[config.mk]
export PLATFORM = sky130hd
export DESIGN_NAME = acl_action_count_logic
export DESIGN_NICKNAME = d
export VERILOG_FILES = /design/src/acl_action_pkg.sv /design/src/acl_action_count_logic.sv
export SDC_FILE = /design/constraint.sdc
export NUM_CORES = 1
export LEC_CHECK = 0
export BUFFER_PORTS_ARGS = -buffer_cell sky130_fd_sc_hd__clkbuf_2
export CORE_UTILIZATION = 60
export CTS_BUF_LIST = sky130_fd_sc_hd__clkbuf_4
export DETAILED_ROUTE_END_ITERATION = 8
export PLACE_DENSITY = 0.86
export SLEW_MARGIN = 10
export SYNTH_ARGS = -nofsm -noshare
export SYNTH_HDL_FRONTEND = slang
export SYNTH_SLANG_ARGS = --single-unit
[constraint.sdc]
create_clock -name clk_i -period 5.1 [get_ports clk_i]
set_clock_uncertainty 0.15 [all_clocks]
set_input_delay 0.51 -clock clk_i [delete_from_list [all_inputs] [get_ports clk_i]]
set_output_delay 0.51 -clock clk_i [all_outputs]
set_load 0.02 [all_outputs]
[src/acl_action_pkg.sv]
/*
  Shared constants and carriers for the access-control action stage.
  Assumes one 10 MHz core clock and a classic Wishbone register port.
*/
package acl_action_pkg;

  localparam int unsigned RULE_COUNT = 16;
  localparam int unsigned PORT_COUNT = 7;
  localparam int unsigned WB_ADDR_W = 8;

  // Register byte addresses
  localparam logic [7:0] ACTION_BASE = 8'h00;
  localparam logic [7:0] MODE_BASE = 8'h40;
  localparam logic [7:0] IRQ_STATUS_ADDR = 8'h80;
  localparam logic [7:0] IRQ_MASK_ADDR = 8'h84;
  localparam logic [7:0] COUNTER_ADDR = 8'h88;

  // Action word, non-count layout
  localparam int unsigned PRIO_MODE_LSB = 0;
  localparam int unsigned PRIO_LSB = 2;
  localparam int unsigned REMARK_EN_BIT = 5;
  localparam int unsigned REMARK_LSB = 6;
  localparam int unsigned MAP_MODE_LSB = 9;
  localparam int unsigned FORWARD_LSB = 11;
  localparam int unsigned ACTION_W = 18;
  // Action word, count layout
  localparam int unsigned COUNT_LSB = 0;
  localparam int unsigned COUNT_W = 11;
  localparam int unsigned TIME_UNIT_BIT = 11;
  localparam int unsigned ALGO_BIT = 12;
  // Mode word layout
  localparam int unsigned RULE_MODE_LSB = 0;
  localparam int unsigned COMPARE_SEL_LSB = 2;

  localparam logic [1:0] RULE_MODE_L2 = 2'h1;
  localparam logic [1:0] COMPARE_COUNT = 2'h0;
  localparam logic [1:0] MODE_KEEP = 2'h0;
  localparam logic [1:0] MODE_RAISE = 2'h1;
  localparam logic [1:0] MODE_LOWER = 2'h2;
  localparam logic [1:0] MODE_FORCE = 2'h3;

  localparam logic [31:0] ACTION_RESET = 32'h0000_0000;
  localparam logic [3:0] MODE_RESET = 4'h0;

  // Timing
  localparam int unsigned CLK_HZ = 10_000_000;
  localparam int unsigned TICK_US_NS = 1000;
  localparam int unsigned TICK_MS_US = 1000;
  localparam int unsigned CYCLES_PER_US = (CLK_HZ / 1_000_000) * TICK_US_NS / 1000;
  localparam int unsigned CYCLES_PER_MS = CYCLES_PER_US * TICK_MS_US;

  typedef struct packed {
    logic valid;
    logic rule_hit;
    logic [3:0] rule_index;
    logic mac_match;
    logic type_match;
    logic [2:0] qos_prio;
    logic [PORT_COUNT-1:0] lookup_map;
  } frame_in_t;

  typedef struct packed {
    logic valid;
    logic [2:0] prio;
    logic remark;
    logic [2:0] pcp;
    logic [PORT_COUNT-1:0] forward_map;
  } action_out_t;

endpackage : acl_action_pkg

[src/acl_action_count_logic.sv]
/*
  Per-port access-control action stage: rule table, priority and
  forwarding adjustment, remarking, and the count-mode counter.
  Assumes the matcher delivers one-cycle frame strobes on clk_i and a
  classic Wishbone master on the same clock.
*/
// Overview of operation
// - Priority mode 00 keeps QoS priority.
// - Mode 01 takes rule priority if higher.
// - Mode 10 takes rule priority if lower.
// - Mode 11 always takes rule priority.
// - Remark enable replaces PCP with remark level.
// - Map mode 00 keeps lookup map.
// - Map mode 01 ORs rule and lookup maps.
// - Map mode 10 ANDs rule and lookup maps.
// - Map mode 11 uses rule map only.
// - Map bit 0 is port 1; set forwards.
// - Count mode reads count, unit, algorithm fields.
// - Unit bit selects microsecond or millisecond tick.
// - Timeout algorithm loads and decrements 11-bit counter.
// - Timeout expiry raises the port interrupt.
// - Packet algorithm counts matched frames, ignores unit.
// - Terminal count raises interrupt and clears counter in the same cycle.
// - Table holds sixteen entries of all fields.
// - Fields independent except paired in count mode.
// - Filtering rules never raise an interrupt.
// - Per-port interrupt status and mask bits.
// - Count value overlays priority, remark and map mode fields.
// - Count frames need MAC and type match.
`timescale 1ns/1ns
module acl_action_count_logic #(
  parameter int unsigned MS_CYCLES = acl_action_pkg::CYCLES_PER_MS
) (
  input wire logic clk_i,
  input wire logic rst_i,
  input wire logic wb_cyc_i,
  input wire logic wb_stb_i,
  input wire logic wb_we_i,
  input wire logic [7:0] wb_adr_i,
  input wire logic [3:0] wb_sel_i,
  input wire logic [31:0] wb_dat_i,
  output logic [31:0] wb_dat_o,
  output logic wb_ack_o,
  input wire acl_action_pkg::frame_in_t frame_i,
  output acl_action_pkg::action_out_t result_o,
  output logic port_irq_o
);

  typedef enum logic [1:0] {
    CNT_IDLE,
    CNT_TIMING,
    CNT_PACKETS
  } cnt_state_t;

  // Byte-lane merge for table writes
  function automatic logic [31:0] merge_bytes(input logic [31:0] old_w,
                                              input logic [31:0] new_w,
                                              input logic [3:0] sel);
    logic [31:0] r;
    r = old_w;
    for (int b = 0; b < 4; b++) begin
      if (sel[b]) begin
        r[b*8 +: 8] = new_w[b*8 +: 8];
      end
    end
    return r;
  endfunction : merge_bytes

  function automatic logic is_count_mode(input logic [3:0] m);
    return (m[acl_action_pkg::RULE_MODE_LSB +: 2] == acl_action_pkg::RULE_MODE_L2) &&
           (m[acl_action_pkg::COMPARE_SEL_LSB +: 2] == acl_action_pkg::COMPARE_COUNT);
  endfunction : is_count_mode

  // Rule table
  logic [acl_action_pkg::ACTION_W-1:0] action_mem [acl_action_pkg::RULE_COUNT];
  logic [3:0] mode_mem [acl_action_pkg::RULE_COUNT];

  logic irq_status;
  logic irq_mask;
  logic [acl_action_pkg::COUNT_W-1:0] counter;
  logic [3:0] cnt_entry;
  cnt_state_t cnt_state;
  cnt_state_t next_cnt_state;
  logic [3:0] us_div;
  logic [15:0] ms_div;
  logic [31:0] next_rdata;
  logic [acl_action_pkg::COUNT_W-1:0] next_counter;

  // Bus decode
  wire logic bus_req = wb_cyc_i && wb_stb_i;
  wire logic bus_write = bus_req && wb_we_i && wb_ack_o;
  wire logic [3:0] word_idx = wb_adr_i[5:2];
  wire logic hit_action = (wb_adr_i[7:6] == acl_action_pkg::ACTION_BASE[7:6]);
  wire logic hit_mode = (wb_adr_i[7:6] == acl_action_pkg::MODE_BASE[7:6]);
  wire logic hit_status = (wb_adr_i == acl_action_pkg::IRQ_STATUS_ADDR);
  wire logic hit_mask = (wb_adr_i == acl_action_pkg::IRQ_MASK_ADDR);
  wire logic hit_counter = (wb_adr_i == acl_action_pkg::COUNTER_ADDR);
  wire logic [31:0] action_word = {{(32 - acl_action_pkg::ACTION_W){1'b0}},
                                   action_mem[word_idx]};
  wire logic [31:0] mode_word = {28'h0000000, mode_mem[word_idx]};
  wire logic [31:0] action_merged = merge_bytes(action_word, wb_dat_i, wb_sel_i);
  wire logic [31:0] mode_merged = merge_bytes(mode_word, wb_dat_i, wb_sel_i);
  wire logic status_clear = bus_write && hit_status && wb_sel_i[0] && wb_dat_i[0];
  // Writes commit on the acked edge only, so each ack writes once; a held request is acked and writes every other cycle
  wire logic write_action = bus_write && hit_action;
  wire logic write_mode = bus_write && hit_mode;
  wire logic write_mask = bus_write && hit_mask && wb_sel_i[0];

  always_comb begin
    next_rdata = 32'h0000_0000;
    if (hit_action) begin
      next_rdata = action_word;
    end else if (hit_mode) begin
      next_rdata = mode_word;
    end else if (hit_status) begin
      next_rdata = {31'h0000_0000, irq_status};
    end else if (hit_mask) begin
      next_rdata = {31'h0000_0000, irq_mask};
    end else if (hit_counter) begin
      next_rdata = {21'h000000, counter};
    end
  end

  always_ff @(posedge clk_i) begin
    if (rst_i) begin
      wb_ack_o <= 1'b0;
      wb_dat_o <= 32'h0000_0000;
    end else begin
      wb_ack_o <= bus_req && !wb_ack_o;
      wb_dat_o <= next_rdata;
    end
  end

  always_ff @(posedge clk_i) begin
    if (rst_i) begin
      for (int i = 0; i < acl_action_pkg::RULE_COUNT; i++) begin
        action_mem[i] <= acl_action_pkg::ACTION_RESET[acl_action_pkg::ACTION_W-1:0];
        mode_mem[i] <= acl_action_pkg::MODE_RESET;
      end
    end else if (write_action) begin
      action_mem[word_idx] <= action_merged[acl_action_pkg::ACTION_W-1:0];
    end else if (write_mode) begin
      mode_mem[word_idx] <= mode_merged[3:0];
    end
  end

  always_ff @(posedge clk_i) begin
    if (rst_i) begin
      irq_mask <= 1'b0;
    end else if (write_mask) begin
      irq_mask <= wb_dat_i[0];
    end
  end

  // Frame action decode
  wire logic [acl_action_pkg::ACTION_W-1:0] act = action_mem[frame_i.rule_index];
  wire logic entry_count = is_count_mode(mode_mem[frame_i.rule_index]);
  wire logic [1:0] prio_mode = act[acl_action_pkg::PRIO_MODE_LSB +: 2];
  wire logic [2:0] rule_prio = act[acl_action_pkg::PRIO_LSB +: 3];
  wire logic remark_enable = act[acl_action_pkg::REMARK_EN_BIT];
  wire logic [2:0] remark_level = act[acl_action_pkg::REMARK_LSB +: 3];
  wire logic [1:0] forward_map_mode = act[acl_action_pkg::MAP_MODE_LSB +: 2];
  // Bit 0 of the rule map is port 1
  wire logic [acl_action_pkg::PORT_COUNT-1:0] rule_map =
    act[acl_action_pkg::FORWARD_LSB +: acl_action_pkg::PORT_COUNT];
  wire logic filter_hit = frame_i.valid && frame_i.rule_hit && !entry_count;
  wire logic remark_now = filter_hit && remark_enable;

  logic [2:0] next_prio;
  logic [acl_action_pkg::PORT_COUNT-1:0] next_map;

  always_comb begin
    next_prio = frame_i.qos_prio;
    next_map = frame_i.lookup_map;
    if (filter_hit) begin
      case (prio_mode)
        acl_action_pkg::MODE_KEEP: next_prio = frame_i.qos_prio;
        acl_action_pkg::MODE_RAISE: begin
          if (rule_prio > frame_i.qos_prio) begin
            next_prio = rule_prio;
          end
        end
        acl_action_pkg::MODE_LOWER: begin
          if (rule_prio < frame_i.qos_prio) begin
            next_prio = rule_prio;
          end
        end
        acl_action_pkg::MODE_FORCE: next_prio = rule_prio;
        default: next_prio = frame_i.qos_prio;
      endcase
      case (forward_map_mode)
        acl_action_pkg::MODE_KEEP: next_map = frame_i.lookup_map;
        acl_action_pkg::MODE_RAISE: next_map = rule_map | frame_i.lookup_map;
        acl_action_pkg::MODE_LOWER: next_map = rule_map & frame_i.lookup_map;
        acl_action_pkg::MODE_FORCE: next_map = rule_map;
        default: next_map = frame_i.lookup_map;
      endcase
    end
  end

  // Fields follow frame_i every cycle; only valid marks a result
  always_ff @(posedge clk_i) begin
    if (rst_i) begin
      result_o <= '0;
    end else begin
      result_o.valid <= frame_i.valid;
      result_o.prio <= next_prio;
      result_o.remark <= remark_now;
      result_o.pcp <= remark_now ? remark_level : 3'h0;
      result_o.forward_map <= next_map;
    end
  end

  // Count mode: entry match and action are used together
  wire logic count_qualify = frame_i.valid && frame_i.rule_hit && entry_count &&
                             frame_i.mac_match && frame_i.type_match;
  wire logic [acl_action_pkg::ACTION_W-1:0] cnt_act =
    count_qualify ? act : action_mem[cnt_entry];
  // Count value overlays the priority, remark and map mode bits
  wire logic [acl_action_pkg::COUNT_W-1:0] count_value =
    cnt_act[acl_action_pkg::COUNT_LSB +: acl_action_pkg::COUNT_W];
  wire logic count_time_unit = cnt_act[acl_action_pkg::TIME_UNIT_BIT];
  wire logic counter_algorithm_select = cnt_act[acl_action_pkg::ALGO_BIT];

  // Free-running prescalers; first tick after arming may come early by up to one unit
  wire logic us_tick = (us_div == 4'(acl_action_pkg::CYCLES_PER_US - 1));
  wire logic ms_tick = (ms_div == 16'(MS_CYCLES - 1));
  wire logic unit_tick = count_time_unit ? ms_tick : us_tick;
  // A timer value left in the counter must never count as packets
  wire logic [acl_action_pkg::COUNT_W-1:0] pkt_base =
    (cnt_state == CNT_PACKETS) ? counter : 11'h000;
  wire logic [acl_action_pkg::COUNT_W-1:0] pkt_next = pkt_base + 11'h001;
  wire logic timer_expire = (cnt_state == CNT_TIMING) && !count_qualify && unit_tick &&
                            (counter <= 11'h001);
  wire logic pkt_terminal = count_qualify && counter_algorithm_select &&
                            (pkt_next == count_value);
  // Only count-mode events reach the status bit
  wire logic irq_event = timer_expire || pkt_terminal;
  wire logic pkt_step = count_qualify && counter_algorithm_select;
  wire logic [acl_action_pkg::COUNT_W-1:0] pkt_value =
    pkt_terminal ? 11'h000 : pkt_next;

  always_ff @(posedge clk_i) begin
    if (rst_i) begin
      us_div <= 4'h0;
      ms_div <= 16'h0000;
    end else begin
      us_div <= us_tick ? 4'h0 : us_div + 4'h1;
      ms_div <= ms_tick ? 16'h0000 : ms_div + 16'h0001;
    end
  end

  // Timing rearms on every qualifying frame; expiry falls back to idle
  wire cnt_state_t armed_state = counter_algorithm_select ? CNT_PACKETS : CNT_TIMING;

  always_comb begin
    next_cnt_state = cnt_state;
    case (cnt_state)
      CNT_IDLE, CNT_PACKETS: begin
        if (count_qualify) begin
          next_cnt_state = armed_state;
        end
      end
      CNT_TIMING: begin
        if (count_qualify) begin
          next_cnt_state = armed_state;
        end else if (timer_expire) begin
          next_cnt_state = CNT_IDLE;
        end
      end
      default: next_cnt_state = CNT_IDLE;
    endcase
  end

  // A frame beats a tick in the same cycle, so no expiry follows a reload
  always_comb begin
    next_counter = counter;
    case (cnt_state)
      CNT_TIMING: begin
        if (pkt_step) begin
          next_counter = pkt_value;
        end else if (count_qualify) begin
          next_counter = count_value;
        end else if (timer_expire) begin
          next_counter = 11'h000;
        end else if (unit_tick) begin
          next_counter = counter - 11'h001;
        end
      end
      CNT_PACKETS: begin
        if (pkt_step) begin
          next_counter = pkt_value;
        end else if (count_qualify) begin
          next_counter = count_value;
        end
      end
      CNT_IDLE: begin
        if (pkt_step) begin
          next_counter = pkt_value;
        end else if (count_qualify) begin
          next_counter = count_value;
        end
      end
      default: next_counter = 11'h000;
    endcase
  end

  always_ff @(posedge clk_i) begin
    if (rst_i) begin
      cnt_state <= CNT_IDLE;
      counter <= 11'h000;
      cnt_entry <= 4'h0;
    end else begin
      cnt_state <= next_cnt_state;
      counter <= next_counter;
      if (count_qualify) begin
        cnt_entry <= frame_i.rule_index;
      end
    end
  end

  // Sticky status; a new event beats a clear in the same cycle
  wire logic next_irq_status = irq_event || (irq_status && !status_clear);
  always_ff @(posedge clk_i) begin
    if (rst_i) begin
      irq_status <= 1'b0;
      port_irq_o <= 1'b0;
    end else begin
      if (irq_event) begin
        irq_status <= 1'b1;
      end else if (status_clear) begin
        irq_status <= 1'b0;
      end
      port_irq_o <= next_irq_status && irq_mask;
    end
  end

endmodule : acl_action_count_logic

==> results_dict.tcl <==
set metrics [dict create \
    intPower_mw 5.85 \
    p_seq_share_pct 49.7 \
    grt_pass1_vias 18324 \
    drtIter0Drc 3378 \
    fin_crit_sh_pct 78.9 \
    worst-path-buf-inv 1 \
    hp-start "wb_dat_i[17]" \
    pwr_density_cell_mw_per_mm2 306 \
    worst_pin_slew_ns 1.23 \
    rsz0062_at_grt "no" \
    dpl.hpwl_um 47100 \
    rows 72 \
    setup_violations 0 \
    grt_usage_pct 38.0 \
    crit_fanout 25 \
    max_stage_delay_ns 0.90 \
    coreArea_mm2 0.0387 \
    ioPinCount 116 \
    status "completed" \
    yosysWarnings 0 \
    max_freq_mhz 248 \
    clockBufferDepth 3 \
    power.switching_mw 2.18 \
    cts_buffers 106 \
    path_clk_slew_ns 0.07 \
    initial_core_util_pct 61.1 \
    yosysTopAreaCell "edfxtp_1" \
    critPathArrivalTime_ns 4.65 \
    place_area_mm2 0.0246 \
    yosysUniqueCellTypes 73 \
    async_flop_share_pct 0 \
    antenna_found_initial 5 \
    clkPwrFrac_pct 37.5 \
    synth_top_area_share_pct 44.7 \
    p_comb_share_pct 12.8 \
    timing_hold_violations_final 0 \
    grt_max_degree 74 \
    cp-startpoint "cnt_state[0]" \
    area_delta_synth_final_pct 10.9 \
    slew-limit-headroom_pct 18.1 \
    ir_drop_mv 0.175 \
    die_h_um 201 \
    nets 2019 \
    routed_wl_um 76000 \
    drt-vias-per-instance 7.15 \
    synthMostInstantiatedCell "nor2_1" \
    globalplace.congestion 0.939 \
    dieArea_mm2 0.0402 \
    ys_top_cells_by_count "nor2_1 (432), edfxtp_1 (352), mux4_2 (240), clkbuf_1 (101), dfxtp_1 (78)" \
    place_inst 2331 \
    drt-pass1-iter-count 8 \
    tns_ns 0 \
    cp_cell_sequence "nor2b_1 -> nand2_1 -> inv_1 -> ha_1 -> nand3_1 -> nor2_1 -> xnor2_1 -> nor2_1 -> xor2_1 -> nor4_1 -> nand3_1 -> or4_4 -> a22o_2" \
    ys_ff_latch 430 \
    cts_root_buf "clkbuf_4" \
    instances_no_fill 2546 \
    drive_gt1_share_pct 30.0 \
    cts_tree "yes" \
    worstSetupEndpointType "flop" \
    detail_route.wl_per_cell_um 29.8 \
    ys.flop_type "edfxtp_1" \
    crit_slowest_cell "dfxtp_1" \
    synth_area_leaders "edfxtp_1 (45%), mux4_2 (23%), nor2_1 (6.9%)" \
    required_ns 5.72 \
    syn_area_per_cell_um2 13.2 \
    grt_pass1_wl_um 111000 \
    post-cts-setup-buffers 0 \
    finalMaxSlewViolations 0 \
    io_buffers 86 \
    clk_latency_ns 0.90 \
    design_area_mm2 0.0262 \
    cts_sinks 430 \
    seq_area_frac_synth_pct 51.3 \
    synth_edf_count 352 \
    overflow 0 \
    worst_setup_path_start_kind "flop" \
    swShare_pct 27.2 \
    hp-class "primary input to flop" \
    min_period_ns 4.03 \
    worstSetupPathType "flop to flop" \
    dr_total_vias 18204 \
    reg2reg_from "cnt_state[0]" \
    synth_cells 1788 \
    die_width_um 201 \
    syn_area_mm2 0.0237 \
    ant_nets 0 \
    drc 0 \
    p_total_mw 8.03 \
    power_leakage_nw 9.44 \
    crit_family "simple AND/OR/NAND/NOR gates" \
    htreeDepth 3 \
    max_cap_viol_count 0 \
]
[cells by family after synthesis]
| logic type | count (synthesis) | synth area share (%) |
|---|---|---|
| DFF | 430 | 51.3 |
| xor gates and xnor gates | 38 | 1.41 |
| and+or+nand+nor | 705 | 13.2 |
| adders and majority gates | 9 | 0.476 |
| muxes | 291 | 25.6 |
| buffers and inverters | 176 | 3.78 |
| other | 1 | 0.0159 |
| AOI/OAI and AO/OA | 138 | 4.21 |
[through the flow]
| stage | hold WS (ns) | setup slack, ns | util, % |
|---|---|---|---|
| CTS | 0.00268 | 1.15 | 67.7 |
| floorplan | 0.268 | 1.42 | - |
| global placement | 0.278 | 0.761 | 63.6 |
| detailed placement | 0.293 | 0.710 | 63.6 |
| finish | 0.0122 | 1.07 | 67.7 |
| global route | 0.0235 | 0.887 | 67.7 |
[registers in the layout, summed over array words and instances, names as in the netlist, 2 cells and up, named ones only]
signal	cells
cnt_state	2
mode_mem	64
ms_div	16
action_mem	288
us_div	4
cnt_entry	4
counter	11
wb_dat_o	18
result_o	15
[layout make-up]
type                            count  area, um2
Inverter                           15       56.3
Multi-Input combinational cell   1195      10700
Fill cell                        2524      12500
Timing Repair Buffer              195       1320
Sequential cell                   430      12100
Clock buffer                      167       1250
Antenna cell                        2       5.00
Tap cell                          518        648
Clock inverter                     24        139
[per-layer routing]
metal | vias to the layer above | global-route usage [%] | part of all wire [%]
met4 | 4 | 24.8 | 8.1
met3 | 532 | 15.5 | 18
met1 | 8471 | 45.6 | 30
met5 | - | 0 | 0.037
li1 | 7193 | - | -
met2 | 2004 | 57.1 | 44
[layout by cell type (no fill, tap or decap), types with 35 or more instances in the layout]
cell,count
nand3_1,35
clkbuf_2,82
clkbuf_4,167
nor2_1,432
edfxtp_1,352
mux2i_1,37
nand2b_1,39
dfxtp_1,77
nand2_1,75
mux4_2,240
buf_4,90
[worst min-delay path, stage by stage]
cell      delay (ns)
clkbuf_2        0.08
mux2i_1         0.06
buf_4           0.18
nor2_1          0.09
[path summary, 6_finish.rpt]
path	end	slack, ns	cells after the start
setup / recovery	counter[10]	1.07	13
hold / removal	action_mem[14][17]	0.01	4
setup reg to reg	counter[10]	1.07	13
hold reg to reg	wb_ack_o	0.30	1
[power groups by stage]
stage / clock network (mW) / registers, mW / logic, mW
after CTS: 2.99 / 3.98 / 0.978
after detailed placement: 0 / 4.05 / 0.959
after global placement: 0 / 4.03 / 0.930
after floorplan: 0 / 4.03 / 0.651
final: 3.01 / 3.99 / 1.02
after global routing: 3.17 / 4.00 / 1.05
[what timing repair did]
item,in CTS,in global routing
gates resized for setup,0,0
hold buffers,21,1
hold endpoints to repair,22,1
Power figures use the tool's default switching activity.
